<file path="src/logic/lpc_pkg.sv">
// Purpose : shared constants, types and register map of the low-power clock controller
// Assumes : one 25 MHz reference clock; every slower clock is a one-cycle enable pulse
// Notes   : register offsets are byte addresses of 32-bit words

package lpc_pkg;

  ////////////////////////////////////////////////////////////////////////////
  // widths
  localparam int unsigned ADDR_W = 8;
  localparam int unsigned DATA_W = 32;
  localparam int unsigned NPER   = 8;
  localparam int unsigned DIV_W  = 4;

  ////////////////////////////////////////////////////////////////////////////
  // register offsets
  localparam logic [7:0] OFS_DEV_CFG    = 8'h00;  // device_config_reg
  localparam logic [7:0] OFS_RUN_GATE   = 8'h04;  // run_gating_reg
  localparam logic [7:0] OFS_SLEEP_GATE = 8'h08;  // sleep_gating_reg
  localparam logic [7:0] OFS_DEEP_GATE  = 8'h0c;  // deep_sleep_gating_reg
  localparam logic [7:0] OFS_RUN_CFG    = 8'h10;  // run_clock_config
  localparam logic [7:0] OFS_SYS_CTRL   = 8'h14;  // core_system_control
  localparam logic [7:0] OFS_DS_CFG     = 8'h18;  // deep_sleep_clock_config
  localparam logic [7:0] OFS_CLP_STAT   = 8'h1c;  // control_lowpower_status
  localparam logic [7:0] OFS_PLL_REQ    = 8'h20;  // control_pll_write_request
  localparam logic [7:0] OFS_PLL_RECL   = 8'h24;  // master_pll_write_reclaim
  localparam logic [7:0] OFS_PLL_CTL    = 8'h28;  // main_pll_control
  localparam logic [7:0] OFS_PLL_MULT   = 8'h2c;  // main_pll_multiplier
  localparam logic [7:0] OFS_PLL_STAT   = 8'h30;  // main_pll_status_reg
  localparam logic [7:0] OFS_SYS_DIV    = 8'h34;  // system_divider_select
  localparam logic [7:0] OFS_CPG        = 8'h38;  // control_peripheral_gating
  localparam logic [7:0] OFS_CAN_CFG    = 8'h3c;  // can clock source config
  localparam logic [7:0] OFS_MODE_STAT  = 8'h40;  // mode and ownership status

  ////////////////////////////////////////////////////////////////////////////
  // field positions
  localparam int unsigned RUN_CFG_ACG   = 0;   // auto_gating_select
  localparam int unsigned RUN_CFG_DIV   = 4;   // master_subsystem_divider [7:4]
  localparam int unsigned SYS_CTRL_DS   = 0;   // deep_sleep_select
  localparam int unsigned SYS_CTRL_SOE  = 1;   // sleep_on_exit
  localparam int unsigned DS_CFG_SRC    = 0;   // deep_sleep_source_select [1:0]
  localparam int unsigned DS_CFG_DIV    = 4;   // deep_sleep_divider_override [7:4]
  localparam int unsigned CPG_LPM       = 0;   // low-power mode select [1:0]
  localparam int unsigned CPG_GATE      = 8;   // peripheral gates [15:8]
  localparam int unsigned CPG_T2SRC     = 16;  // timer 2 source [17:16]
  localparam int unsigned CAN0_SRC      = 0;   // [1:0]
  localparam int unsigned CAN1_SRC      = 2;   // [3:2]
  localparam int unsigned OWN_BIT       = 0;   // request / reclaim bit

  ////////////////////////////////////////////////////////////////////////////
  // encodings
  localparam logic [1:0] DS_SRC_SLOW  = 2'h0;
  localparam logic [1:0] DS_SRC_FAST  = 2'h1;
  localparam logic [1:0] DS_SRC_OSC   = 2'h2;
  localparam logic [1:0] CAN_SRC_MS   = 2'h0;
  localparam logic [1:0] CAN_SRC_OSC  = 2'h1;
  localparam logic [1:0] CAN_SRC_AUX  = 2'h2;
  localparam logic [1:0] T2_SRC_SYS   = 2'h0;
  localparam logic [1:0] T2_SRC_OSC   = 2'h1;
  localparam logic [1:0] T2_SRC_FAST  = 2'h2;
  localparam logic [1:0] LPM_STANDBY  = 2'h1;

  ////////////////////////////////////////////////////////////////////////////
  // types
  typedef enum logic [1:0] {M_RUN, M_SLEEP, M_DEEP, M_ISR} lpc_mstate_t;
  typedef enum logic [1:0] {C_NORMAL, C_IDLE, C_STANDBY} lpc_cstate_t;

  // source clocks, each a one-cycle enable pulse
  typedef struct packed {
    logic pll;
    logic osc;
    logic aux;
    logic slow;
    logic fast;
  } lpc_src_t;

  // gated clock enables and clock on/off levels
  typedef struct packed {
    logic            m_cpu_en;
    logic            m_sys_en;
    logic [NPER-1:0] m_periph_en;
    logic [1:0]      can_en;
    logic            wdog_en;
    logic            main_pll_on;
    logic            usb_pll_on;
    logic            analog_on;
    logic            osc_on;
    logic            c_in_en;
    logic            c_cpu_en;
    logic            c_sys_en;
    logic [NPER-1:0] c_periph_en;
    logic            t2_en;
  } lpc_gate_t;

  typedef struct packed {
    logic [NPER-1:0]  dev_cfg;
    logic [NPER-1:0]  run_gate;
    logic [NPER-1:0]  sleep_gate;
    logic [NPER-1:0]  deep_gate;
    logic             auto_gating_select;
    logic [DIV_W-1:0] ms_div;
    logic             deep_sel;
    logic             soe;
    logic [1:0]       ds_src;
    logic [DIV_W-1:0] ds_div;
    logic [7:0]       clp_stat;
    logic             pll_owner;  // 0 master, 1 control
    logic [7:0]       pll_ctl;
    logic [7:0]       pll_mult;
    logic [7:0]       sys_div;
    logic [1:0]       cpg_lpm;
    logic [NPER-1:0]  cpg_gate;
    logic [1:0]       t2_src;
    logic [1:0]       can0_src;
    logic [1:0]       can1_src;
  } lpc_regs_t;

  typedef struct packed {
    lpc_mstate_t       mstate;
    logic              lp_deep;
    lpc_cstate_t       cstate;
    lpc_regs_t         regs;
    lpc_gate_t         gate;
    logic [DATA_W-1:0] rdata;
  } lpc_state_t;

  typedef struct packed {
    logic [DIV_W-1:0] cnt;
    logic             pulse;
  } lpc_div_state_t;

  ////////////////////////////////////////////////////////////////////////////
  // reset values
  localparam lpc_regs_t REGS_RST = '{dev_cfg: 8'hff, run_gate: 8'hff, sleep_gate: 8'h00,
                                     deep_gate: 8'h00, ms_div: 4'h0, ds_src: DS_SRC_SLOW,
                                     ds_div: 4'h0, pll_mult: 8'h01, cpg_gate: 8'hff,
                                     default: '0};
  localparam lpc_gate_t GATE_RST = '{main_pll_on: 1'b1, usb_pll_on: 1'b1, analog_on: 1'b1,
                                     osc_on: 1'b1, default: '0};
  localparam lpc_state_t STATE_RST = '{mstate: M_RUN, lp_deep: 1'b0, cstate: C_NORMAL,
                                       regs: REGS_RST, gate: GATE_RST, rdata: '0};
  localparam lpc_div_state_t DIV_RST = '{cnt: 4'h0, pulse: 1'b0};

endpackage : lpc_pkg

</file>
<file path="src/logic/lpc_clk_div.sv">
// Purpose : divides a stream of enable pulses by div_i + 1
// Assumes : en_i is a one-cycle pulse on ref_clk_i
// Notes   : output pulse lags the dividing input pulse by one cycle
`timescale 1ns/1ns

module lpc_clk_div
(
  input  wire logic                     ref_clk_i,
  input  wire logic                     reset_i,
  input  wire logic                     en_i,
  input  wire logic [lpc_pkg::DIV_W-1:0] div_i,
  output logic                          pulse_o
);

  lpc_pkg::lpc_div_state_t st_q;
  lpc_pkg::lpc_div_state_t st_d;

  // count input pulses, emit one every div_i + 1
  always_comb
  begin
    st_d       = st_q;
    st_d.pulse = 1'b0;
    if (en_i)
    begin
      if (st_q.cnt >= div_i)
      begin
        st_d.cnt   = '0;
        st_d.pulse = 1'b1;
      end
      else
      begin
        st_d.cnt = st_q.cnt + 4'h1;
      end
    end
  end

  // state register
  always_ff @(posedge ref_clk_i)
  begin
    if (reset_i)
      st_q <= lpc_pkg::DIV_RST;
    else
      st_q <= st_d;
  end

  assign pulse_o = st_q.pulse;

endmodule : lpc_clk_div

</file>
<file path="src/logic/lpc_clock_ctrl.sv">
// Purpose : low-power clock control for master and control subsystems
// Assumes : source clocks arrive as one-cycle enable pulses synchronous to ref_clk_i
// Notes   : gated clocks leave as enable pulses; on/off levels for plls and oscillator
//
// Summary of operation
// - run mode clocks from divided pll clock
// - can clock source selectable; watchdog uses oscillator
// - master peripheral gating applies only to configured-enabled peripherals
// - wfi stops cpu; deep or plain sleep
// - configured interrupt returns to run mode
// - sleep stops master cpu clock only; system clock keeps running
// - sleep gating: run or sleep register
// - sleep keeps run-mode peripheral frequency
// - sleep-on-exit returns to low-power after isr
// - deep sleep stops plls, analog, control input
// - deep sleep gating: run or deep register
// - deep sleep source: slow, fast or oscillator
// - deep source divided by override, then master divider
// - internal deep source turns oscillator off
// - pll registers owned by master, transferable
// - control peripheral clocks individually gated
// - control cpu and system clocks generated
// - timer 2 may use oscillator or fast clock
// - control modes normal, idle, standby
// - idle stops control cpu clock only
// - standby stops input, cpu, system clocks
`timescale 1ns/1ns

module lpc_clock_ctrl
(
  input  wire logic                           ref_clk_i,
  input  wire logic                           reset_i,
  input  wire logic [lpc_pkg::ADDR_W-1:0]     addr_i,
  input  wire logic [lpc_pkg::DATA_W-1:0]     wdata_i,
  input  wire logic                           we_i,
  input  wire logic                           re_i,
  input  wire logic                           bus_ctl_i,
  output logic      [lpc_pkg::DATA_W-1:0]     rdata_o,
  input  wire lpc_pkg::lpc_src_t              src_i,
  input  wire logic                           wfi_i,
  input  wire logic                           wake_i,
  input  wire logic                           isr_done_i,
  input  wire logic                           ctl_idle_i,
  input  wire logic                           ctl_wake_i,
  output lpc_pkg::lpc_gate_t                  clk_o,
  output lpc_pkg::lpc_mstate_t                mstate_o,
  output lpc_pkg::lpc_cstate_t                cstate_o
);

  lpc_pkg::lpc_state_t st_q;
  lpc_pkg::lpc_state_t st_d;
  logic                ds_src_pulse;
  logic                ds_pulse;
  logic                ms_in;
  logic                ms_pulse;
  logic                in_deep;
  logic                low_power;
  logic                write_ok;
  logic [7:0]          dev_cfg;

  ////////////////////////////////////////////////////////////////////////////
  // deep sleep source and divider chain
  assign in_deep   = (st_q.mstate == lpc_pkg::M_DEEP);
  assign low_power = (st_q.mstate == lpc_pkg::M_SLEEP) || in_deep;
  assign dev_cfg   = st_q.regs.dev_cfg;

  // pick the deep sleep source pulse
  always_comb
  begin
    case (st_q.regs.ds_src)
      lpc_pkg::DS_SRC_SLOW: ds_src_pulse = src_i.slow;
      lpc_pkg::DS_SRC_FAST: ds_src_pulse = src_i.fast;
      lpc_pkg::DS_SRC_OSC:  ds_src_pulse = src_i.osc;
      default:              ds_src_pulse = 1'b0;
    endcase
  end

  // first stage: deep sleep divider override
  lpc_clk_div u_ds_div
  (
    .ref_clk_i (ref_clk_i),
    .reset_i   (reset_i),
    .en_i      (ds_src_pulse),
    .div_i     (st_q.regs.ds_div),
    .pulse_o   (ds_pulse)
  );

  // second stage: master subsystem divider, fed by pll in run and deep chain in deep sleep
  assign ms_in = in_deep ? ds_pulse : src_i.pll;

  lpc_clk_div u_ms_div
  (
    .ref_clk_i (ref_clk_i),
    .reset_i   (reset_i),
    .en_i      (ms_in),
    .div_i     (st_q.regs.ms_div),
    .pulse_o   (ms_pulse)
  );

  ////////////////////////////////////////////////////////////////////////////
  // next-state logic
  assign write_ok = (st_q.regs.pll_owner == bus_ctl_i);

  always_comb
  begin
    st_d = st_q;

    // master subsystem mode sequence
    case (st_q.mstate)
      lpc_pkg::M_RUN:
      begin
        if (wfi_i)
        begin
          st_d.lp_deep = st_q.regs.deep_sel;
          st_d.mstate  = st_q.regs.deep_sel ? lpc_pkg::M_DEEP : lpc_pkg::M_SLEEP;
        end
      end
      lpc_pkg::M_SLEEP,
      lpc_pkg::M_DEEP:
      begin
        if (wake_i)
          st_d.mstate = st_q.regs.soe ? lpc_pkg::M_ISR : lpc_pkg::M_RUN;
      end
      lpc_pkg::M_ISR:
      begin
        if (isr_done_i)
        begin
          if (st_q.regs.soe)
            st_d.mstate = st_q.lp_deep ? lpc_pkg::M_DEEP : lpc_pkg::M_SLEEP;
          else
            st_d.mstate = lpc_pkg::M_RUN;
        end
      end
      default: st_d.mstate = lpc_pkg::M_RUN;
    endcase

    // control subsystem mode sequence
    case (st_q.cstate)
      lpc_pkg::C_NORMAL:
      begin
        if (ctl_idle_i)
          st_d.cstate = (st_q.regs.cpg_lpm == lpc_pkg::LPM_STANDBY) ? lpc_pkg::C_STANDBY
                                                                    : lpc_pkg::C_IDLE;
      end
      lpc_pkg::C_IDLE:
      begin
        if (ctl_wake_i)
          st_d.cstate = lpc_pkg::C_NORMAL;
      end
      lpc_pkg::C_STANDBY:
      begin
        // no input clock reaches the control side while the master is in deep sleep
        if (ctl_wake_i && !in_deep)
          st_d.cstate = lpc_pkg::C_NORMAL;
      end
      default: st_d.cstate = lpc_pkg::C_NORMAL;
    endcase

    // register writes
    if (we_i)
    begin
      case (addr_i)
        lpc_pkg::OFS_DEV_CFG:    st_d.regs.dev_cfg    = wdata_i[7:0];
        lpc_pkg::OFS_RUN_GATE:   st_d.regs.run_gate   = wdata_i[7:0];
        lpc_pkg::OFS_SLEEP_GATE: st_d.regs.sleep_gate = wdata_i[7:0];
        lpc_pkg::OFS_DEEP_GATE:  st_d.regs.deep_gate  = wdata_i[7:0];
        lpc_pkg::OFS_RUN_CFG:
        begin
          st_d.regs.auto_gating_select    = wdata_i[lpc_pkg::RUN_CFG_ACG];
          st_d.regs.ms_div = wdata_i[lpc_pkg::RUN_CFG_DIV +: 4];
        end
        lpc_pkg::OFS_SYS_CTRL:
        begin
          st_d.regs.deep_sel = wdata_i[lpc_pkg::SYS_CTRL_DS];
          st_d.regs.soe      = wdata_i[lpc_pkg::SYS_CTRL_SOE];
        end
        lpc_pkg::OFS_DS_CFG:
        begin
          st_d.regs.ds_src = wdata_i[lpc_pkg::DS_CFG_SRC +: 2];
          st_d.regs.ds_div = wdata_i[lpc_pkg::DS_CFG_DIV +: 4];
        end
        lpc_pkg::OFS_CLP_STAT: st_d.regs.clp_stat = wdata_i[7:0];
        lpc_pkg::OFS_PLL_REQ:
        begin
          if (bus_ctl_i && wdata_i[lpc_pkg::OWN_BIT])
            st_d.regs.pll_owner = 1'b1;
        end
        lpc_pkg::OFS_PLL_RECL:
        begin
          if (!bus_ctl_i && wdata_i[lpc_pkg::OWN_BIT])
            st_d.regs.pll_owner = 1'b0;
        end
        lpc_pkg::OFS_PLL_CTL:  if (write_ok) st_d.regs.pll_ctl  = wdata_i[7:0];
        lpc_pkg::OFS_PLL_MULT: if (write_ok) st_d.regs.pll_mult = wdata_i[7:0];
        lpc_pkg::OFS_SYS_DIV:  if (write_ok) st_d.regs.sys_div  = wdata_i[7:0];
        lpc_pkg::OFS_CPG:
        begin
          st_d.regs.cpg_lpm  = wdata_i[lpc_pkg::CPG_LPM +: 2];
          st_d.regs.cpg_gate = wdata_i[lpc_pkg::CPG_GATE +: 8];
          st_d.regs.t2_src   = wdata_i[lpc_pkg::CPG_T2SRC +: 2];
        end
        lpc_pkg::OFS_CAN_CFG:
        begin
          st_d.regs.can0_src = wdata_i[lpc_pkg::CAN0_SRC +: 2];
          st_d.regs.can1_src = wdata_i[lpc_pkg::CAN1_SRC +: 2];
        end
        default: ;
      endcase
    end

    // read data stands only in the cycle after the strobe
    st_d.rdata = '0;
    if (re_i)
    begin
      case (addr_i)
        lpc_pkg::OFS_DEV_CFG:    st_d.rdata = {24'h0, st_q.regs.dev_cfg};
        lpc_pkg::OFS_RUN_GATE:   st_d.rdata = {24'h0, st_q.regs.run_gate};
        lpc_pkg::OFS_SLEEP_GATE: st_d.rdata = {24'h0, st_q.regs.sleep_gate};
        lpc_pkg::OFS_DEEP_GATE:  st_d.rdata = {24'h0, st_q.regs.deep_gate};
        lpc_pkg::OFS_RUN_CFG:    st_d.rdata = {24'h0, st_q.regs.ms_div, 3'h0, st_q.regs.auto_gating_select};
        lpc_pkg::OFS_SYS_CTRL:   st_d.rdata = {30'h0, st_q.regs.soe, st_q.regs.deep_sel};
        lpc_pkg::OFS_DS_CFG:     st_d.rdata = {24'h0, st_q.regs.ds_div, 2'h0, st_q.regs.ds_src};
        lpc_pkg::OFS_CLP_STAT:   st_d.rdata = {24'h0, st_q.regs.clp_stat};
        lpc_pkg::OFS_PLL_REQ:    st_d.rdata = {31'h0, st_q.regs.pll_owner};
        lpc_pkg::OFS_PLL_RECL:   st_d.rdata = {31'h0, !st_q.regs.pll_owner};
        lpc_pkg::OFS_PLL_CTL:    st_d.rdata = {24'h0, st_q.regs.pll_ctl};
        lpc_pkg::OFS_PLL_MULT:   st_d.rdata = {24'h0, st_q.regs.pll_mult};
        lpc_pkg::OFS_PLL_STAT:   st_d.rdata = {31'h0, st_q.gate.main_pll_on};
        lpc_pkg::OFS_SYS_DIV:    st_d.rdata = {24'h0, st_q.regs.sys_div};
        lpc_pkg::OFS_CPG:        st_d.rdata = {14'h0, st_q.regs.t2_src, st_q.regs.cpg_gate,
                                               6'h0, st_q.regs.cpg_lpm};
        lpc_pkg::OFS_CAN_CFG:    st_d.rdata = {28'h0, st_q.regs.can1_src, st_q.regs.can0_src};
        lpc_pkg::OFS_MODE_STAT:  st_d.rdata = {27'h0, st_q.cstate, st_q.mstate, st_q.regs.pll_owner};
        default:                 st_d.rdata = '0;
      endcase
    end

    // master side clock enables
    st_d.gate.m_sys_en = ms_pulse;
    st_d.gate.m_cpu_en = ms_pulse && !low_power;
    if ((st_q.mstate == lpc_pkg::M_SLEEP) && st_q.regs.auto_gating_select)
      st_d.gate.m_periph_en = st_q.regs.sleep_gate & dev_cfg & {8{ms_pulse}};
    else if (in_deep && st_q.regs.auto_gating_select)
      st_d.gate.m_periph_en = st_q.regs.deep_gate & dev_cfg & {8{ms_pulse}};
    else
      st_d.gate.m_periph_en = st_q.regs.run_gate & dev_cfg & {8{ms_pulse}};

    // plls and analog stop in deep sleep; oscillator and watchdog too, unless the oscillator is the deep source
    st_d.gate.main_pll_on = !in_deep;
    st_d.gate.usb_pll_on  = !in_deep;
    st_d.gate.analog_on   = !in_deep;
    st_d.gate.osc_on      = !(in_deep && (st_q.regs.ds_src != lpc_pkg::DS_SRC_OSC));
    st_d.gate.wdog_en     = src_i.osc && st_d.gate.osc_on;

    // can clock sources
    case (st_q.regs.can0_src)
      lpc_pkg::CAN_SRC_MS:  st_d.gate.can_en[0] = ms_pulse;
      lpc_pkg::CAN_SRC_OSC: st_d.gate.can_en[0] = src_i.osc;
      lpc_pkg::CAN_SRC_AUX: st_d.gate.can_en[0] = src_i.aux;
      default:              st_d.gate.can_en[0] = 1'b0;
    endcase
    case (st_q.regs.can1_src)
      lpc_pkg::CAN_SRC_MS:  st_d.gate.can_en[1] = ms_pulse;
      lpc_pkg::CAN_SRC_OSC: st_d.gate.can_en[1] = src_i.osc;
      lpc_pkg::CAN_SRC_AUX: st_d.gate.can_en[1] = src_i.aux;
      default:              st_d.gate.can_en[1] = 1'b0;
    endcase

    // control side clocks
    st_d.gate.c_in_en     = src_i.pll && !in_deep && (st_q.cstate != lpc_pkg::C_STANDBY);
    st_d.gate.c_cpu_en    = st_d.gate.c_in_en && (st_q.cstate == lpc_pkg::C_NORMAL);
    st_d.gate.c_sys_en    = st_d.gate.c_in_en;
    st_d.gate.c_periph_en = st_q.regs.cpg_gate & {8{st_d.gate.c_sys_en}};
    case (st_q.regs.t2_src)
      lpc_pkg::T2_SRC_SYS:  st_d.gate.t2_en = st_d.gate.c_sys_en;
      lpc_pkg::T2_SRC_OSC:  st_d.gate.t2_en = src_i.osc && st_d.gate.osc_on;
      lpc_pkg::T2_SRC_FAST: st_d.gate.t2_en = src_i.fast;
      default:              st_d.gate.t2_en = 1'b0;
    endcase
  end

  ////////////////////////////////////////////////////////////////////////////
  // state register
  always_ff @(posedge ref_clk_i)
  begin
    if (reset_i)
      st_q <= lpc_pkg::STATE_RST;
    else
      st_q <= st_d;
  end

  // outputs straight from the state register
  assign rdata_o  = st_q.rdata;
  assign clk_o    = st_q.gate;
  assign mstate_o = st_q.mstate;
  assign cstate_o = st_q.cstate;
endmodule : lpc_clock_ctrl

</file>
<file path="config.mk">
export PLATFORM = sky130hd
export DESIGN_NAME = lpc_clock_ctrl
export DESIGN_NICKNAME = d
export VERILOG_FILES = /design/src/logic/lpc_pkg.sv /design/src/logic/lpc_clk_div.sv /design/src/logic/lpc_clock_ctrl.sv
export SDC_FILE = /design/constraint.sdc
export NUM_CORES = 1
export LEC_CHECK = 0
export BUFFER_PORTS_ARGS = -buffer_cell sky130_fd_sc_hd__buf_4
export CORE_AREA = 2 2 129 131
export CTS_BUF_LIST = sky130_fd_sc_hd__clkbuf_16
export CTS_CLUSTER_DIAMETER = 80
export DETAILED_ROUTE_END_ITERATION = 7
export DIE_AREA = 0 0 131 133
export PLACE_DENSITY_LB_ADDON = 0.3
export RECOVER_POWER = 50
export SETUP_SLACK_MARGIN = 0.15
export SLEW_MARGIN = 10
export SYNTH_ARGS = -nofsm -noshare
export SYNTH_HDL_FRONTEND = slang
export SYNTH_SLANG_ARGS = --single-unit
</file>
<file path="constraint.sdc">
create_clock -name ref_clk_i -period 1.6 [get_ports ref_clk_i]
set_input_delay 0.08 -clock ref_clk_i [delete_from_list [all_inputs] [get_ports ref_clk_i]]
set_output_delay 0.08 -clock ref_clk_i [all_outputs]
set_load 0.02 [all_outputs]
</file>
; ---- Yosys cells after proc, flatten, opt, wreduce, memory -nomap -nowiden
; Index checks and enable logic that the tools add are counted.
; W data, S select, Z words.
[totals]
register_bits = 167
input_bits = 55
out_inout_bits = 65
elab_cells = 168
[classes]
n_addsub = 2
n_lt_le_gt_ge = 2
n_eq_ne = 41
n_mux = 28
bitwise_logic = 10
reduce_logical = 46
[op_table]
columns = op, count
row1 = $pmux W18 S17, 1
row2 = $eq A8 B6 Y1 const B, 8
row3 = $and A8 B8 Y8, 7
row4 = $eq A8 B5 Y1 const B, 4
row5 = $reduce_and A2 Y1, 11
row6 = $mux W2, 10
row7 = $ne A2 B2 Y1 const B, 10
row8 = $eq A8 B4 Y1 const B, 2
row9 = $mux W8, 2
row10 = $reduce_and A3 Y1, 5
row11 = $eq A2 B1 Y1 const B, 7
row12 = $eq A2 B2 Y1 const B, 7
row13 = $logic_not A2 Y1, 6
row14 = $pmux W1 S3, 4
row15 = $pmux W2 S3, 2
row16 = $logic_and A1 B1 Y1, 11
row17 = $add A4 B1 Y4 const B, 2
row18 = $eq A8 B3 Y1 const B, 1
row19 = $eq A8 B7 Y1 const B, 1
row20 = $ge A4 B4 Y1, 2
row21 = $logic_not A8 Y1, 1
row22 = $mux W4, 2
row23 = $reduce_or A2 Y1, 4
row24 = $logic_not A1 Y1, 5
row25 = 8 further kinds, 14

; ---- Longest topological paths before layout
[logic_depth]
ltp_word = 5
depth_mapped = 8

; ---- Modules after synthesis
; From an unflattened synthesis, not the netlist that was laid out.
[unflattened]
cells_unflattened = 838
area_unflattened_um2 = 7231.9
[modules_own_cells]
columns = module, instances, cells_each, area_each_um2
row1 = lpc_clock_ctrl, 1, 766, 6546.3
row2 = lpc_clk_div, 2, 36, 342.8

; ---- Worst setup path after synthesis
; Ideal clock, no wire load.
[synth_path]
path_kind = reg-to-reg
from = reg st_q (netlist bit mstate_o[0])
to = reg st_q (netlist bit mstate_o[0])
setup_ps = 116
t_arrival_ps = 1540
t_required_ps = 1484
setup_slack_ps = -56
stages_incl_launch_ff = 6
path_buffers = 0
cell_sequence = dfxtp_1 -> inv_1 -> ha_1 -> a222oi_1 -> o221ai_1 -> o211a_1
[synth_between]
elab_chain_cells = 4
[synth_lines]
columns = element, line_no
row1 = "start, declared", lpc_clock_ctrl.sv:50  ; lpc_pkg::lpc_state_t st_q;
row2 = "start signal, assigned", lpc_clock_ctrl.sv:287  ; st_q <= lpc_pkg::STATE_RST;
row3 = "start signal, assigned", lpc_clock_ctrl.sv:289  ; st_q <= st_d;
row4 = $eq A2 B2 Y1 / $eq A2 B1 Y1 (equally long branches), lpc_clock_ctrl.sv:109  ; case (st_q.mstate)
row5 = $reduce_or A2 Y1, lpc_clock_ctrl.sv:109
row6 = $ne A2 B2 Y1 (no source line), --
row7 = $reduce_and A3 Y1 (no source line), --
; Several ways; a longest one is shown, not always the timed one.
; A chain may end at the register's enable or synchronous reset.

; ---- Final worst setup path
[layout_path]
from = reg u_ms_div.st_q[1] (netlist bit)
to = reg u_ms_div.st_q[4] (netlist bit)
[layout_between]
elab_chain_cells = 2
[layout_lines]
columns = element, line_no
row1 = "start, declared", lpc_clk_div.sv:15  ; lpc_pkg::lpc_div_state_t st_q;
row2 = "start signal, assigned", lpc_clk_div.sv:41  ; st_q <= lpc_pkg::DIV_RST;
row3 = "start signal, assigned", lpc_clk_div.sv:43  ; st_q <= st_d;
row4 = $add A4 B1 Y4 / $ge A4 B4 Y1 (equally long branches), "lpc_clk_div.sv:32, lpc_clk_div.sv:25"
row5 = $mux W4 (*), lpc_clk_div.sv:25  ; if (st_q.cnt >= div_i)
; Mark *: on every way between the ends. The rest lies on a longest branch, timed or not.

==> impl_metrics.toml <==
[placement]
io_buffers = 91
place_ws_ns = -0.04443
dp.cells = 1084
place_hpwl_um = 13830
finalWeightedCongestion = 0.9680

[synthesis]
synth-async-reset-ratio_pct = 0
syn_avg_cell_area_um2 = 9.040
yosysUniqueCellTypes = 65
synth_top_flop_cell = "dfxtp_1"
synth_edf_count = 0
syn_inst = 801
ys_seq_area_share_pct = 42.30
yosysWarnings = 0
synth.cell_area_mm2 = 0.007241
synth_seq_cells = 153

[timing]
hold_violations = 0
maxSlewViolCount = 0
tightest_slew_ns = 0.5599
min_period_ns = 1.572
fmax_mhz = 636.1
fin_worst_skew_ns = 0.007256
min_period_over_period_pct = 98.25
maxSlewHeadroom_pct = 62.67
setup_ws_ns = 0.02800
rsz0062_at_grt = "yes"
worst_hold_slack_ns = 0.02315
tns_ns = 0
finalSetupViolCount = 0

[route]
num_vias = 6074
viasPerCell = 5.282
wl_per_cell_um = 17.66
drt-total-wl_um = 20310
drt_iter0_drc = 478
drc = 0
detail-route-antenna-nets = 0
drtPass1Iterations = 5

[final_layout]
final_cells = 1150
area_delta_synth_final_pct = 26.58
diodes = 0
nets = 987
final_layout_size_suffix_gt1_share_pct = 24.09

[cts]
cts_tree = "yes"
cts-root-buf = "clkbuf_16"
clkTransAtPathRegs_ns = 0.06
clockBufferDepth = 2
h-tree-depth = 4
clkSinkCount = 153
cts_buffers = 17
clk_latency_ns = 0.43

[setup_path]
r2r_end = "u_ms_div.st_q[4]$_SDFFE_PP0P_"
required_ns = 1.94
cp-start-kind = "flop"
r2r-start = "u_ms_div.st_q[1]$_SDFFE_PP0P_"
reg2regPathDepth = 7
worstPathArrival_ns = 1.91
critPathMaxFanout = 5
worstSetupEndpointType = "flop"
reg2reg_slack_ns = 0.03
crit_type = "flop to flop"

[grt]
grt_pass1_wl_um = 31820
antenna_found_initial = 0
grt_max_degree = 72
gr-total-overflow = 0
first_global_vias = 5836
grt_usage_pct = 23.89

[pwr]
leakage_nw = 4.141
total_power_mw = 10.22
p_per_area_mw_per_mm2 = 1115
ir_drop_uv = 837.1

[min_path]
worstHoldStart = "src_i[2]"
hold_end = "clk_o[18]$_SDFF_PP0_"
min_delay_path_depth = 5
min_path_type = "primary input to flop"

[floorplanning]
die_y_um = 133
die_w_um = 131
die-area_mm2 = 0.01742
start_util_pct = 44.77
rows = 47
ios = 120
core_mm2 = 0.01617

[job]
maxCapViolCount = 0

[status]
status = "completed"
[area by class of cell]
class / instances / area [um2]
clock inverter: 15 / 231.5
inverter: 22 / 85.08
clock buffer: 17 / 425.4
tap: 220 / 275.3
sequential: 153 / 3082
timing repair buffer: 192 / 1380
fill: 1470 / 7007
multi-input combinational: 531 / 3686
[placed cells by master, fill, tap and decap left out, types with 15 or more instances in the layout]
cell / count
mux2i_1: 91
nand2_1: 79
dfxtp_1: 144
a21oi_1: 27
and2_1: 15
nor2_1: 85
dlygate4sd3_1: 23
clkbuf_16: 17
buf_4: 112
nand3_1: 40
inv_1: 19
clkbuf_1: 45
[report_power, final]
part / total [mW] / switching, mW / leakage (nW) / internal, mW
logic: 1.74 / 0.943 / 2.58 / 0.796
registers: 3.99 / 0.0715 / 1.24 / 3.92
clock network: 4.48 / 1.58 / 0.319 / 2.90
total: 10.2 / 2.60 / 4.14 / 7.62
[routing by layer]
metal,routed length (um),global-route usage (%)
met1,9232,32.84
met2,9202,36.82
met3,1406,4.974
met4,473,8.806
met5,0,0
[worst max-delay path by stage]
| stage | from | endpoint | cells past startpoint | slack (ns) |
|---|---|---|---|---|
| 2_1_floorplan | mstate_o[0]$_SDFFE_PP0P_ | mstate_o[0]$_SDFFE_PP0P_ | 5 | 0.08 |
| 3_3_place_gp | addr_i[7] | rdata_o[0]$_SDFF_PP0_ | 8 | -0.09 |
| 3_5_place_dp | addr_i[3] | rdata_o[1]$_SDFF_PP0_ | 6 | -0.04 |
| 4_1_cts | u_ms_div.st_q[1]$_SDFFE_PP0P_ | u_ms_div.st_q[4]$_SDFFE_PP0P_ | 7 | 0.09 |
| 5_1_grt | mstate_o[0]$_SDFFE_PP0P_ | mstate_o[1]$_SDFFE_PP0P_ | 7 | -0.05 |
| 6_report | u_ms_div.st_q[1]$_SDFFE_PP0P_ | u_ms_div.st_q[4]$_SDFFE_PP0P_ | 7 | 0.03 |
[flip-flops by register name (all words and copies together), names as in the netlist]
register	count
clk_o	26
cstate_o	2
u_ms_div.pulse_o	1
mstate_o	2
rdata_o	18
st_q	87
dev_cfg	8
u_ds_div.pulse_o	1
u_ms_div.st_q	4
u_ds_div.st_q	4
[cell usage after synthesis, drive strengths merged (2+ instances only)]
master  count  area [um2]
mux2i      91       910.9
a32oi       2       17.52
xor2        6       52.55
a221oi      5       43.79
o22ai       4       25.02
nand3b      2       15.01
a32o        2       20.02
xnor2       2       17.52
a211oi      5       37.54
and3        4       25.02
a21oi      27       135.1
o211ai      8       60.06
ha         15       187.7
nand2      82       312.8
nor4        5       46.29
o21ai      12       60.05
nand2b     11       68.82
a31oi      10       62.56
nor2       88       332.8
nand4       5       31.28
mux2       11       123.9
a21o        3       22.52
nor2b       6       37.54
and2       23       143.9
nand3      44       240.2
dfxtp     153        3063
inv        21       78.83
nor4b       4       62.56
a22o        3       26.28
clkbuf     32       120.1
or2         2       12.52
buf        77       559.3
a22oi       8       60.06
nor3        8       45.04
and4        2       17.52
[kinds of logic after synthesis]
family	synth area share (%)
AOI/OAI and AO/OA	8.969
xor gates and xnor gates	0.9677
adders and majority gates	2.592
buffers and inverters	10.52
DFF	42.30
muxes	14.60
other	0.05179
and+or+nand+nor	19.99
[timing repair]
item,CTS,global route
hold endpoints to repair,55,0
hold buffers,23,0
endpoints found under the setup margin,43,53
buffers inserted,6,4
pin swaps,6,21
cloned,0,1
resized for setup,19,40
[per-stage QoR]
| step | utilization, % | instance area [um2] |
|---|---|---|
| 4_1_cts | 56.58 | 9150 |
| 3_3_place_gp | 50.37 | 8145 |
| 6_report | 56.67 | 9165 |
| 5_1_grt | 56.67 | 9165 |
| 3_5_place_dp | 50.37 | 8145 |
| 2_1_floorplan | - | 7321 |
[worst max-delay path, stage by stage (launching register included)]
cell and delay [ns]:
dfxtp_2 0.35, inv_2 0.05, ha_4 0.20, nand2b_4 0.12
a21o_1 0.15, a21o_1 0.16, a21o_4 0.23, a211oi_2 0.23
No activity file was read; power rests on OpenSTA's default activity.
